`config.mk`:
```
export PLATFORM = sky130hd
export DESIGN_NAME = pocmb_bank
export DESIGN_NICKNAME = d
export VERILOG_FILES = /design/src/pkg/pocmb_pkg.sv /design/src/rtl/pocmb_bank.sv /design/src/rtl/pocmb_core_regs.sv /design/src/rtl/pocmb_strap_sync.sv
export SDC_FILE = /design/constraint.sdc
export NUM_CORES = 1
export LEC_CHECK = 0
export BUFFER_PORTS_ARGS = -buffer_cell sky130_fd_sc_hd__buf_2
export CORE_UTILIZATION = 61
export DETAILED_ROUTE_END_ITERATION = 10
export PLACE_DENSITY_LB_ADDON = 0.25
export SLEW_MARGIN = 20
export SYNTH_ARGS = -nofsm -noshare
export SYNTH_HDL_FRONTEND = slang
export SYNTH_SLANG_ARGS = --single-unit
```
`constraint.sdc`:
```
create_clock -name clk_sys -period 3.6 [get_ports clk_sys]
set_clock_uncertainty 0.15 [all_clocks]
set_input_delay 0.36 -clock clk_sys [delete_from_list [all_inputs] [get_ports clk_sys]]
set_output_delay 0.36 -clock clk_sys [all_outputs]
set_load 0.005 [all_outputs]
```
`src/pkg/pocmb_pkg.sv`:
```
// Constants shared by the power-on configuration register bank
`default_nettype none
package pocmb_pkg;

  // Register bus widths
  localparam int unsigned ADDR_W = 8;
  localparam int unsigned DATA_W = 64;

  // Register offsets, as register indices
  localparam logic [7:0] OFS_MC_ADDR  = 8'h00;
  localparam logic [7:0] OFS_MC_TYPE  = 8'h01;
  localparam logic [7:0] OFS_MON_FILT = 8'h06;
  localparam logic [7:0] OFS_CYC_STMP = 8'h10;
  localparam logic [7:0] OFS_PLAT_ID  = 8'h17;
  localparam logic [7:0] OFS_LIC_BASE = 8'h1B;
  localparam logic [7:0] OFS_POC      = 8'h2A;

  // Field positions in hard_poweron_config
  localparam int unsigned BIT_DATA_CHK = 1;
  localparam int unsigned BIT_RESP_CHK = 2;
  localparam int unsigned BIT_MC_DRV   = 3;
  localparam int unsigned BIT_ADDR_PAR = 4;
  localparam int unsigned BIT_BI_DRV   = 7;
  localparam int unsigned BIT_TRISTATE = 8;
  localparam int unsigned BIT_BIST     = 9;
  localparam int unsigned BIT_MC_OBS   = 10;
  localparam int unsigned BIT_BI_OBS   = 12;
  localparam int unsigned BIT_VEC_1M   = 14;

  // Writable enables and reserved bits of hard_poweron_config
  localparam logic [63:0] POC_RW_MASK  = 64'h0000_0000_0000_009E;
  localparam logic [63:0] POC_RSV_MASK = 64'hFFFF_FFFF_FFFF_A861;
  localparam logic [63:0] POC_EN_RST   = 64'h0000_0000_0000_0000;

  // Reset values of the per-core registers
  localparam logic [63:0] MON_FILT_RST = 64'h0000_0000_0000_0000;
  localparam logic [63:0] CYC_STMP_RST = 64'h0000_0000_0000_0000;
  localparam logic [63:0] LIC_BASE_RST = 64'h0000_0000_0000_0000;

  // Strap vector layout after the synchroniser
  localparam int unsigned STRAP_W   = 5;
  localparam int unsigned STRAP_TRI = 0;
  localparam int unsigned STRAP_BST = 1;
  localparam int unsigned STRAP_MCO = 2;
  localparam int unsigned STRAP_BIO = 3;
  localparam int unsigned STRAP_VEC = 4;

  // Cycles after reset release before straps are trusted
  localparam logic [1:0] STRAP_SETTLE = 2'h2;

endpackage : pocmb_pkg
`default_nettype wire

```
`src/rtl/pocmb_bank.sv`:
```
// Power-on configuration register bank for a one- or two-core processor
//
// What this block does
// Per-core registers exist once per core.
// Shared registers are single, seen by all.
// Config reads return settings now in effect.
// Bit 1 enables data error checking.
// Bit 2 enables response error checking.
// Bit 3 enables machine-check error pin drive.
// Bit 4 enables address parity.
// Bit 7 enables bus-init error pin drive.
// Variants may make enable bits read-only.
// Bit 8 reports output tri-state strap.
// Bit 9 reports built-in self test strap.
// Bit 10 reports machine-check observation enabled.
// Bit 12 reports bus-init observation enabled.
// Bit 14 reports reset vector location.
// Platform slot register is shared, read-only.
// Reserved config bits read zero, ignore writes.
`default_nettype none
module pocmb_bank #(
  parameter int unsigned NUM_CORES    = 2,
  parameter bit          POC_WRITABLE = 1'b1,
  parameter logic [63:0] PLAT_ID_VAL  = 64'h0000_0000_0000_0000 // Arbitrary value
) (
  // Clock, reset, enable
  input  wire logic                        clk_sys,
  input  wire logic                        nrst,
  input  wire logic                        ce,
  // Register port
  input  wire logic [pocmb_pkg::ADDR_W-1:0] reg_addr,
  input  wire logic [pocmb_pkg::DATA_W-1:0] wr_data,
  input  wire logic                        wr_stb,
  input  wire logic                        rd_stb,
  input  wire logic [7:0]                  core_sel,
  output logic      [pocmb_pkg::DATA_W-1:0] rd_data,
  // Machine-check capture from each core
  input  wire logic [NUM_CORES-1:0][63:0]  mc_addr_in,
  input  wire logic [NUM_CORES-1:0][63:0]  mc_type_in,
  // Power-on strap pins
  input  wire logic                        strap_tristate,
  input  wire logic                        strap_bist,
  input  wire logic                        strap_mc_obs,
  input  wire logic                        strap_bi_obs,
  input  wire logic                        strap_vec_1m,
  // Feature enables to the bus unit
  output logic                             data_err_chk_en,
  output logic                             resp_err_chk_en,
  output logic                             mc_err_drive_en,
  output logic                             addr_parity_en,
  output logic                             bus_init_drive_en,
  // Per-core interrupt controller base
  output logic      [NUM_CORES-1:0][63:0]  lic_base
);
  import pocmb_pkg::*;

  typedef struct packed {
    logic [63:0] rdata;
    logic [63:0] cfg;
    logic [1:0]  settle;
    logic        caught;
  } pocmb_top_s;

  pocmb_top_s st_r;
  pocmb_top_s st_nxt;

  logic [STRAP_W-1:0]           strap_s;
  logic [NUM_CORES-1:0][63:0]   mon_filt;
  logic [NUM_CORES-1:0][63:0]   cyc_stmp;
  logic                         sel_ok;
  logic                         poc_wr;

  // Straps come from pins and pass two flops first
  pocmb_strap_sync #(
    .W (STRAP_W)
  ) u_strap_sync (
    .clk_sys  (clk_sys),
    .nrst     (nrst),
    .ce       (ce),
    .pin_in   ({strap_vec_1m, strap_bi_obs, strap_mc_obs, strap_bist, strap_tristate}),
    .sync_out (strap_s)
  );

  // Requesting core must exist
  assign sel_ok = 32'(core_sel) < NUM_CORES;

  // One register set per core, written only by its owner
  for (genvar g = 0; g < NUM_CORES; g++) begin : g_core
    pocmb_core_regs u_core (
      .clk_sys  (clk_sys),
      .nrst     (nrst),
      .ce       (ce),
      .wr_en    (wr_stb && (32'(core_sel) == g)),
      .wr_addr  (reg_addr),
      .wr_data  (wr_data),
      .mon_filt (mon_filt[g]),
      .cyc_stmp (cyc_stmp[g]),
      .lic_base (lic_base[g])
    );
  end

  // Single config write, from any core, shared by all
  assign poc_wr = wr_stb && sel_ok && reg_addr == OFS_POC;

  // Next-state logic
  always_comb begin
    st_nxt       = st_r;
    st_nxt.rdata = '0;

    // Latch tri-state, self test and vector straps once settled
    if (!st_r.caught) begin
      if (st_r.settle == STRAP_SETTLE) begin
        st_nxt.caught             = 1'b1;
        st_nxt.cfg[BIT_TRISTATE]  = strap_s[STRAP_TRI];
        st_nxt.cfg[BIT_BIST]      = strap_s[STRAP_BST];
        st_nxt.cfg[BIT_VEC_1M]    = strap_s[STRAP_VEC];
      end else begin
        st_nxt.settle = 2'(st_r.settle + 2'h1);
      end
    end

    // Observation enables follow their pins
    st_nxt.cfg[BIT_MC_OBS] = strap_s[STRAP_MCO];
    st_nxt.cfg[BIT_BI_OBS] = strap_s[STRAP_BIO];

    // Only enable bits take written data; reserved bits never do
    if (poc_wr && POC_WRITABLE) begin
      st_nxt.cfg = (st_nxt.cfg & ~POC_RW_MASK) | (wr_data & POC_RW_MASK);
    end

    // Read mux, answer stands the cycle after the strobe
    if (rd_stb && sel_ok) begin
      if (reg_addr == OFS_MC_ADDR) begin
        st_nxt.rdata = mc_addr_in[core_sel];
      end else if (reg_addr == OFS_MC_TYPE) begin
        st_nxt.rdata = mc_type_in[core_sel];
      end else if (reg_addr == OFS_MON_FILT) begin
        st_nxt.rdata = mon_filt[core_sel];
      end else if (reg_addr == OFS_CYC_STMP) begin
        st_nxt.rdata = cyc_stmp[core_sel];
      end else if (reg_addr == OFS_PLAT_ID) begin
        st_nxt.rdata = PLAT_ID_VAL;
      end else if (reg_addr == OFS_LIC_BASE) begin
        st_nxt.rdata = lic_base[core_sel];
      end else if (reg_addr == OFS_POC) begin
        st_nxt.rdata = st_r.cfg & ~POC_RSV_MASK;
      end
    end
  end

  // State register, frozen while ce is low
  always_ff @(posedge clk_sys or negedge nrst) begin
    if (!nrst) begin
      st_r <= {64'h0000_0000_0000_0000, POC_EN_RST, 2'h0, 1'b0};
    end else if (ce) begin
      st_r <= st_nxt;
    end
  end

  // Outputs straight from state flops
  assign rd_data           = st_r.rdata;
  assign data_err_chk_en   = st_r.cfg[BIT_DATA_CHK];
  assign resp_err_chk_en   = st_r.cfg[BIT_RESP_CHK];
  assign mc_err_drive_en   = st_r.cfg[BIT_MC_DRV];
  assign addr_parity_en    = st_r.cfg[BIT_ADDR_PAR];
  assign bus_init_drive_en = st_r.cfg[BIT_BI_DRV];
endmodule : pocmb_bank
`default_nettype wire

```
`src/rtl/pocmb_core_regs.sv`:
```
// Register set owned by one processor core
`default_nettype none
module pocmb_core_regs (
  // Clock, reset, enable
  input  wire logic        clk_sys,
  input  wire logic        nrst,
  input  wire logic        ce,
  // Write port, already qualified for this core
  input  wire logic        wr_en,
  input  wire logic [7:0]  wr_addr,
  input  wire logic [63:0] wr_data,
  // Register contents
  output logic      [63:0] mon_filt,
  output logic      [63:0] cyc_stmp,
  output logic      [63:0] lic_base
);
  import pocmb_pkg::*;

  typedef struct packed {
    logic [63:0] mon_filt;
    logic [63:0] cyc_stmp;
    logic [63:0] lic_base;
  } pocmb_core_s;

  pocmb_core_s st_r;
  pocmb_core_s st_nxt;

  // Counter runs each enabled cycle; a write loads it instead
  always_comb begin
    st_nxt          = st_r;
    st_nxt.cyc_stmp = 64'(st_r.cyc_stmp + 64'h0000_0000_0000_0001);
    if (wr_en) begin
      if (wr_addr == OFS_MON_FILT) begin
        st_nxt.mon_filt = wr_data;
      end else if (wr_addr == OFS_CYC_STMP) begin
        st_nxt.cyc_stmp = wr_data;
      end else if (wr_addr == OFS_LIC_BASE) begin
        st_nxt.lic_base = wr_data;
      end
    end
  end

  // State register, frozen while ce is low
  always_ff @(posedge clk_sys or negedge nrst) begin
    if (!nrst) begin
      st_r <= {MON_FILT_RST, CYC_STMP_RST, LIC_BASE_RST};
    end else if (ce) begin
      st_r <= st_nxt;
    end
  end

  assign mon_filt = st_r.mon_filt;
  assign cyc_stmp = st_r.cyc_stmp;
  assign lic_base = st_r.lic_base;
endmodule : pocmb_core_regs
`default_nettype wire

```
`src/rtl/pocmb_strap_sync.sv`:
```
// Two-stage synchroniser for the power-on strap pins
`default_nettype none
module pocmb_strap_sync #(
  parameter int unsigned W = 5
) (
  // Clock, reset, enable
  input  wire logic         clk_sys,
  input  wire logic         nrst,
  input  wire logic         ce,
  // Asynchronous pins in, synchronised levels out
  input  wire logic [W-1:0] pin_in,
  output logic      [W-1:0] sync_out
);
  import pocmb_pkg::*;

  typedef struct packed {
    logic [W-1:0] meta;
    logic [W-1:0] stab;
  } pocmb_sync_s;

  pocmb_sync_s st_r;
  pocmb_sync_s st_nxt;

  // First stage feeds only the second stage
  always_comb begin
    st_nxt      = st_r;
    st_nxt.meta = pin_in;
    st_nxt.stab = st_r.meta;
  end

  // State register, frozen while ce is low
  always_ff @(posedge clk_sys or negedge nrst) begin
    if (!nrst) begin
      st_r <= '0;
    end else if (ce) begin
      st_r <= st_nxt;
    end
  end

  assign sync_out = st_r.stab;
endmodule : pocmb_strap_sync
`default_nettype wire
```
==> results of run 1 <==
## per-stage QoR
step	power, W	utilization, %	cell area, um2	hold WS, ns
global route	0.0129	73.2	32300	0.0214
detailed placement	0.00711	67.8	29900	0.271
CTS	0.0125	73.2	32300	0.00905
global placement	0.00705	67.8	29900	0.258
finish	0.0125	73.2	32300	0.0347
floorplan	0.00648	-	27300	-0.0856
## Yosys cell counts, drive strengths merged, types with 10 or more instances
cell       n
dfrtp    471
nand3     68
nand4     40
mux2     395
o221ai    66
nor2      95
o31ai     13
inv       29
a21oi    367
nor3      17
nand2    113
o32ai     14
o41ai     10
buf      146
o21ai     94
o21a      11
a2bb2oi   14
o22ai    116
or3       14
a22o      66
a31oi     12
a22oi     14
mux2i    187
nor4      16
and3      22
clkbuf   137
## sequential cells by signal (all words and copies together), names as in the netlist, named ones only
register                flops
g_core.u_core.cyc_stmp    128
g_core.u_core.lic_base    128
g_core.u_core.mon_filt    128
rd_data                    64
st_r                        5
u_strap_sync.st_nxt         5
u_strap_sync.sync_out       5
addr_parity_en              1
bus_init_drive_en           1
data_err_chk_en             1
mc_err_drive_en             1
resp_err_chk_en             1
## worst paths after layout
path	endpoint	cells past startpoint
min in group asynchronous	rd_data[60]	2
worst max register to register	g_core[1].u_core.cyc_stmp[51]	6
worst min-delay path	g_core[1].u_core.mon_filt[56]	2
worst min register to register	st_r[0]	1
worst max-delay path	g_core[1].u_core.cyc_stmp[51]	6
max in group asynchronous	g_core[1].u_core.cyc_stmp[53]	3
## worst max-delay path, delay by kind of cell, from the launching register on
family / cells / cell delay, ns
AO/OA/AOI/OAI: 2 / 0.29
AND/OR/NAND/NOR: 4 / 1.86
flip-flops: 1 / 0.41
## what timing repair did
| action | CTS | global route |
|---|---|---|
| hold buffers | 66 | 0 |
| endpoints found under the hold margin | 325 | 0 |
| setup buffers | 0 | 0 |
## cells in the final DEF, fill, tap and decap left out, types with 11 or more instances in the layout
| cell | n |
|---|---|
| a2bb2oi_1 | 14 |
| nor2_1 | 93 |
| dfrtp_1 | 471 |
| buf_2 | 539 |
| o21ai_0 | 94 |
| mux2i_1 | 187 |
| nand4_1 | 37 |
| dlygate4sd3_1 | 66 |
| clkbuf_16 | 51 |
| a22oi_1 | 14 |
| a21oi_1 | 367 |
| o21a_1 | 11 |
| buf_12 | 12 |
| nand2_1 | 109 |
| a31oi_1 | 12 |
| o22ai_1 | 116 |
| a22o_1 | 66 |
| or3_1 | 13 |
| and3_1 | 20 |
| nor3_1 | 14 |
| o221ai_1 | 65 |
| nand3_1 | 60 |
| mux2_2 | 394 |
| o32ai_1 | 13 |
| buf_4 | 42 |
| o31ai_1 | 13 |
| inv_1 | 28 |
## power by group
part | switching [W] | leakage, nW | total [W] | internal (W)
combinational | 0.000772 | 8.79 | 0.00135 | 0.000582
clock | 0.00222 | 0.818 | 0.00539 | 0.00317
sequential | 0.000264 | 6.31 | 0.00574 | 0.00548
total | 0.00326 | 15.9 | 0.0125 | 0.00923
## cells by family (layout without fill, tap and decap cells)
group	after synthesis	after routing	synth area share, %
AOI/OAI and AO/OA	828	828	18.9
muxes	582	582	23.2
DFF	471	471	43.2
and+or+nand+nor	434	434	8.66
buffers and inverters	312	776	5.86
adders and majority gates	3	3	0.138
xor gates and xnor gates	1	1	0.0321
## layout make-up
| type | count | area [um2] | area share, % |
|---|---|---|---|
| flip-flops and latches | 471 | 11800 | 36.5 |
| inverters | 29 | 111 | 0.345 |
| clock buffers | 64 | 1410 | 4.35 |
| clock inverters | 21 | 275 | 0.853 |
| multi-input cells | 1848 | 14000 | 43.4 |
| repair buffers | 662 | 3960 | 12.3 |
| well taps | 592 | 741 | 2.29 |
## per-layer routing
metal | up-vias | share of wire, % | global-route usage (%)
li1 | 10757 | - | -
met1 | 11877 | 40 | 47.1
met2 | 1118 | 50 | 59.9
met3 | 197 | 7.1 | 5.84
met4 | 0 | 2.8 | 12.8
met5 | - | 0 | 0
==> metrics.txt, run 1 <==
status=finished, final reports clean; syn avg cell area=10.4 um2; Setup TNS=0 ns; die width=213 um; critical path arrival=3.16 ns; Die Area=roughly 0.046 mm2; Antenna diodes=0; Final HPWL DP=56000 um; routed wire length=82600 um; Final Critical Period=2.90 ns; CP max FO=13; number of remaining DRC errors=0; synth unique cells=74; Die Ht=about 210 um; Worst-Margin Slew=0.887 ns; area of the mapped netlist=0.0273 mm2; grt ovf=0; DRT iter0 DRCs=2545; Vias=23949; Starting Density=between 60% and 70%; synthesis-to-finish area growth=18.3%; Synth Warn #=0; Worst path slowest cell=or3_1; Worst Hold Class=primary input to flop; antenna violations before repair=0; Core Region=0.0441 mm2; largest net degree at the start of global routing=116; Fillers=between 3000 and 4000; Clock Pin Slew Worst Setup and Hold Paths=0.06 ns; row cnt=between 70 and 80; final antenna-violating net count=0; HP Start=wr_data[56]; critical path class=flop to flop; crit path cell chain=and3_1, and4_1, nand3_1, or3_1, o22ai_1, a22oi_1; TritonCTS clock tree=built; Reg2Reg Setup Slack=0.70 ns; DR WL/cell=between 20 and 25 um; share of layout cells above drive strength 1=36.2%; Tcrit/Tclk final=about four fifths; Reg-to-Reg Start=g_core[1].u_core.cyc_stmp[0]; vias per cell=around 6.5; endpoints failing hold=0; maximum vdd ir drop=~0.33 mV; Syn Nets=2980; # clock sinks=471; PD cells=387 mW/mm2; Clk Latency, worst-skew pair=0.60 ns; Crit. End Element=flop; Max-cap violations=0; Placed Instances=3536; Cells after Synth=between 2000 and 3000; Yosys reg bits=471; Clock Tree Root=clkbuf_16; Final #Nets=3410; Detailed Routing Iterations Pass 1=6; gpl congestion=slightly above 0.9; Synth top area share=between 40% and 50%; Slew HR=40.8%; CP startpoint=g_core[1].u_core.cyc_stmp[0]; post-synthesis sequential area ratio=43.2%; Final WS setup=0.696 ns; ys async rst share=between 90% and 100%; Global Route Usage Sum=35.8%; Clock Path Buffers=3; post_cts resized=0; largest area contributor in the synthesized netlist=dfrtp_1; Buffers on Ports=542; Post-Layout Cell Count=~3700; dpl ws=0.549 ns; worst stage delay on the critical path=0.57 ns; fmax=approximately 340 MHz; crit start category=flop; I/O pin cnt=543; H-Tree Depth=2; CTS buffer count=49; Most used DFF post-synth=dfrtp_1; Final setup viols=0; CP Data Required Time=3.85 ns; RSZ-0062 raised after global routing=false; global-route wire length before repair=129000 um; vias in the first global route=23825; Post-synth EDFFs=0; Area contributors post-synth=dfrtp_1, mux2_2, mux2i_1, a21oi_1, o22ai_1; LEAKAGE=15.9 nW; final-report max-slew violation count=0
Power figures use the tool's default switching activity.
==> inputs of run 2 (changes only) <==
--- a/config.mk
+++ b/config.mk
@@ -6,7 +6,7 @@
 export NUM_CORES = 1
 export LEC_CHECK = 0
 export BUFFER_PORTS_ARGS = -buffer_cell sky130_fd_sc_hd__buf_2
-export CORE_UTILIZATION = 61
+export CORE_UTILIZATION = 51
 export DETAILED_ROUTE_END_ITERATION = 10
 export PLACE_DENSITY_LB_ADDON = 0.25
 export SLEW_MARGIN = 20
==> constraint.sdc (replaced) <==
create_clock -name clk_sys -period 2.5 [get_ports clk_sys]
set_clock_uncertainty 0.15 [all_clocks]
set_input_delay 0.25 -clock clk_sys [delete_from_list [all_inputs] [get_ports clk_sys]]
set_output_delay 0.25 -clock clk_sys [all_outputs]
set_load 0.005 [all_outputs]
==> metrics.txt, run 2 (synthesized netlist as in run 1, its figures left out) <==
most common cell after layout, fill and taps aside=buf_2; number of remaining DRC errors=0 (unchanged); gpl congestion=0.939 (+2.6%); DRT iter0 DRCs=2329 (-8.5%); final antenna-violating net count=0 (unchanged); Die Area=0.0544 mm2 (+19%); Clock Path Buffers=3 (unchanged); Hold Crit Depth=4 (+2); Starting Density=51.8% (-10 points); commonest cells after routing, fill and taps aside=buf_2, dfrtp_1, mux2_2; CTS buffer count=52 (+6.1%); Buffers on Ports=542 (unchanged); Crit path max-delay family=buffers and inverters; CP max FO=22 (+9); Reg2Reg Setup Slack=0.08 ns (-0.62 ns); Max-cap violations=0 (unchanged); share of layout cells above drive strength 1=37.3% (+1.1 points); I/O pin cnt=543 (unchanged); Post-Layout Cell Count=4106 (+11%); Worst path slowest cell=dlygate4sd3_1; R2R depth=7 (+1); HP Start=mc_type_in[2]; Final WS setup=0.0397 ns (-0.656 ns); global-route wire length before repair=142000 um (+10%); H-Tree Depth=2 (unchanged); final-report max-slew violation count=0 (unchanged); Slew HR=59.1% (+18 points); Placed Instances=3753 (+6.1%); reg2reg end=g_core[1].u_core.cyc_stmp[48]; Final HPWL DP=61900 um (+10%); Worst Hold Class=primary input to flop; Final setup viols=0 (unchanged); Worst-Margin Slew=0.613 ns (-0.274 ns); antenna violations before repair=0 (unchanged); Antenna diodes=0 (unchanged); Setup TNS=0 ns (unchanged); WHS Endpoint=rd_data[2]; CP Data Required Time=2.84 ns (-1.01 ns); Crit. End Element=flop; fmax=about 410 MHz; Global Route Usage Sum=33.1% (-2.7 points); status=finished, final reports clean; crit path buf inv count=6 (+6); Core Region=0.0527 mm2 (+19%); PD cells=526 mW/mm2 (+36%); crit path cell chain=buf_16, buf_16, buf_12, buf_12, mux2i_2, dlygate4sd3_1, o221ai_1, a22o_1, dlygate4sd3_1; # clock sinks=471 (unchanged); Tcrit/Tclk final=98.4%; row cnt=84 (+9.1%); die width=233 um (+9.3%); maximum vdd ir drop=0.480 mV (+47%); routed wire length=93000 um (+13%); Final Critical Period=2.46 ns; Clock Tree Root=clkbuf_16; grt ovf=0 (unchanged); endpoints failing hold=0 (unchanged); Final #Nets=3724 (+9.2%); worst stage delay on the critical path=0.59 ns (+0.02 ns); crit start category=primary input; vias in the first global route=25667 (+7.7%); CP startpoint=core_sel[0]; Die Ht=233 um (+9.3%); dpl ws=-0.0725 ns (-0.621 ns); TritonCTS clock tree=built; vias per cell=6.26 (-3.6%); DR WL/cell=22.6 um (+1.1%); critical path arrival=2.80 ns (-0.36 ns); Clk Latency, worst-skew pair=0.62 ns (+0.02 ns); Vias=25707 (+7.3%); critical path class=primary input to flop; Detailed Routing Iterations Pass 1=6 (unchanged); largest net degree at the start of global routing=127 (+9.5%); LEAKAGE=17.6 nW (+11%); Reg-to-Reg Start=g_core[1].u_core.cyc_stmp[8]; Clock Pin Slew Worst Setup and Hold Paths=0.06 ns (about the same); synthesis-to-finish area growth=30.9%
==> run 2: cell type report <==
class	instances	area [um2]
timing repair buffer	973	7070
fill	3969	16900
multi-input combinational	1848	14100
sequential	471	11800
inverter	29	111
clock buffer	69	1450
tap	688	861
clock inverter	28	344
==> run 2: tightest hold or removal path, cell delays in order <==
cell and delay, ns:
buf_2 0.08, mux2i_1 0.09, o221ai_1 0.19, a22o_1 0.13
==> run 2: repair_timing <==
action | 4_1_cts | 5_1_grt
cloned | 0 | 2
hold endpoints to repair | 793 | 0
setup endpoints to repair | 1 | 58
hold buffers | 249 | 0
pin swaps | 0 | 7
setup buffers | 0 | 5
gates resized for setup | 1 | 27
==> run 2: worst max path at each step <==
stage                                          endpoint  slack (ns)  depth (start not counted)
after floorplan           g_core[0].u_core.cyc_stmp[58]        0.19                          7
final                                       rd_data[26]        0.04                          9
after CTS                 g_core[1].u_core.cyc_stmp[44]        0.02                          8
after global placement    g_core[0].u_core.mon_filt[20]       -0.03                          8
after global routing      g_core[1].u_core.cyc_stmp[22]      -0.005                          8
after detailed placement  g_core[1].u_core.cyc_stmp[63]       -0.07                          8
==> run 2: power breakdown <==
group	internal [W]	switching, W	leakage (nW)	total, W
Sequential	0.00790	0.000293	6.31	0.00819
Combinational	0.00117	0.00137	10.5	0.00253
Clock	0.00472	0.00335	0.872	0.00807
==> run 2: per-stage QoR <==
| stage | hold WS (ns) | utilization (%) | cell area, um2 | total power [W] |
|---|---|---|---|---|
| floorplan | -0.196 | - | 27300 | 0.00933 |
| global placement | 0.105 | 59.3 | 31200 | 0.0104 |
| detailed placement | 0.109 | 59.3 | 31200 | 0.0105 |
| CTS | 0.00655 | 67.5 | 35500 | 0.0188 |
| global route | 0.0208 | 67.8 | 35700 | 0.0194 |
| finish | 0.0196 | 67.8 | 35700 | 0.0188 |
==> run 2: routing by layer <==
metal / up-vias / share of wire, % / wire (um) / global-route usage [%]
li1: 11425 / - / - / -
met3: 241 / 6.8 / 6290 / 4.75
met4: 0 / 2.9 / 2680 / 11.2
met2: 1221 / 49 / 45800 / 56.0
met5: - / 0 / 0 / 0
met1: 12820 / 41 / 38300 / 43.2
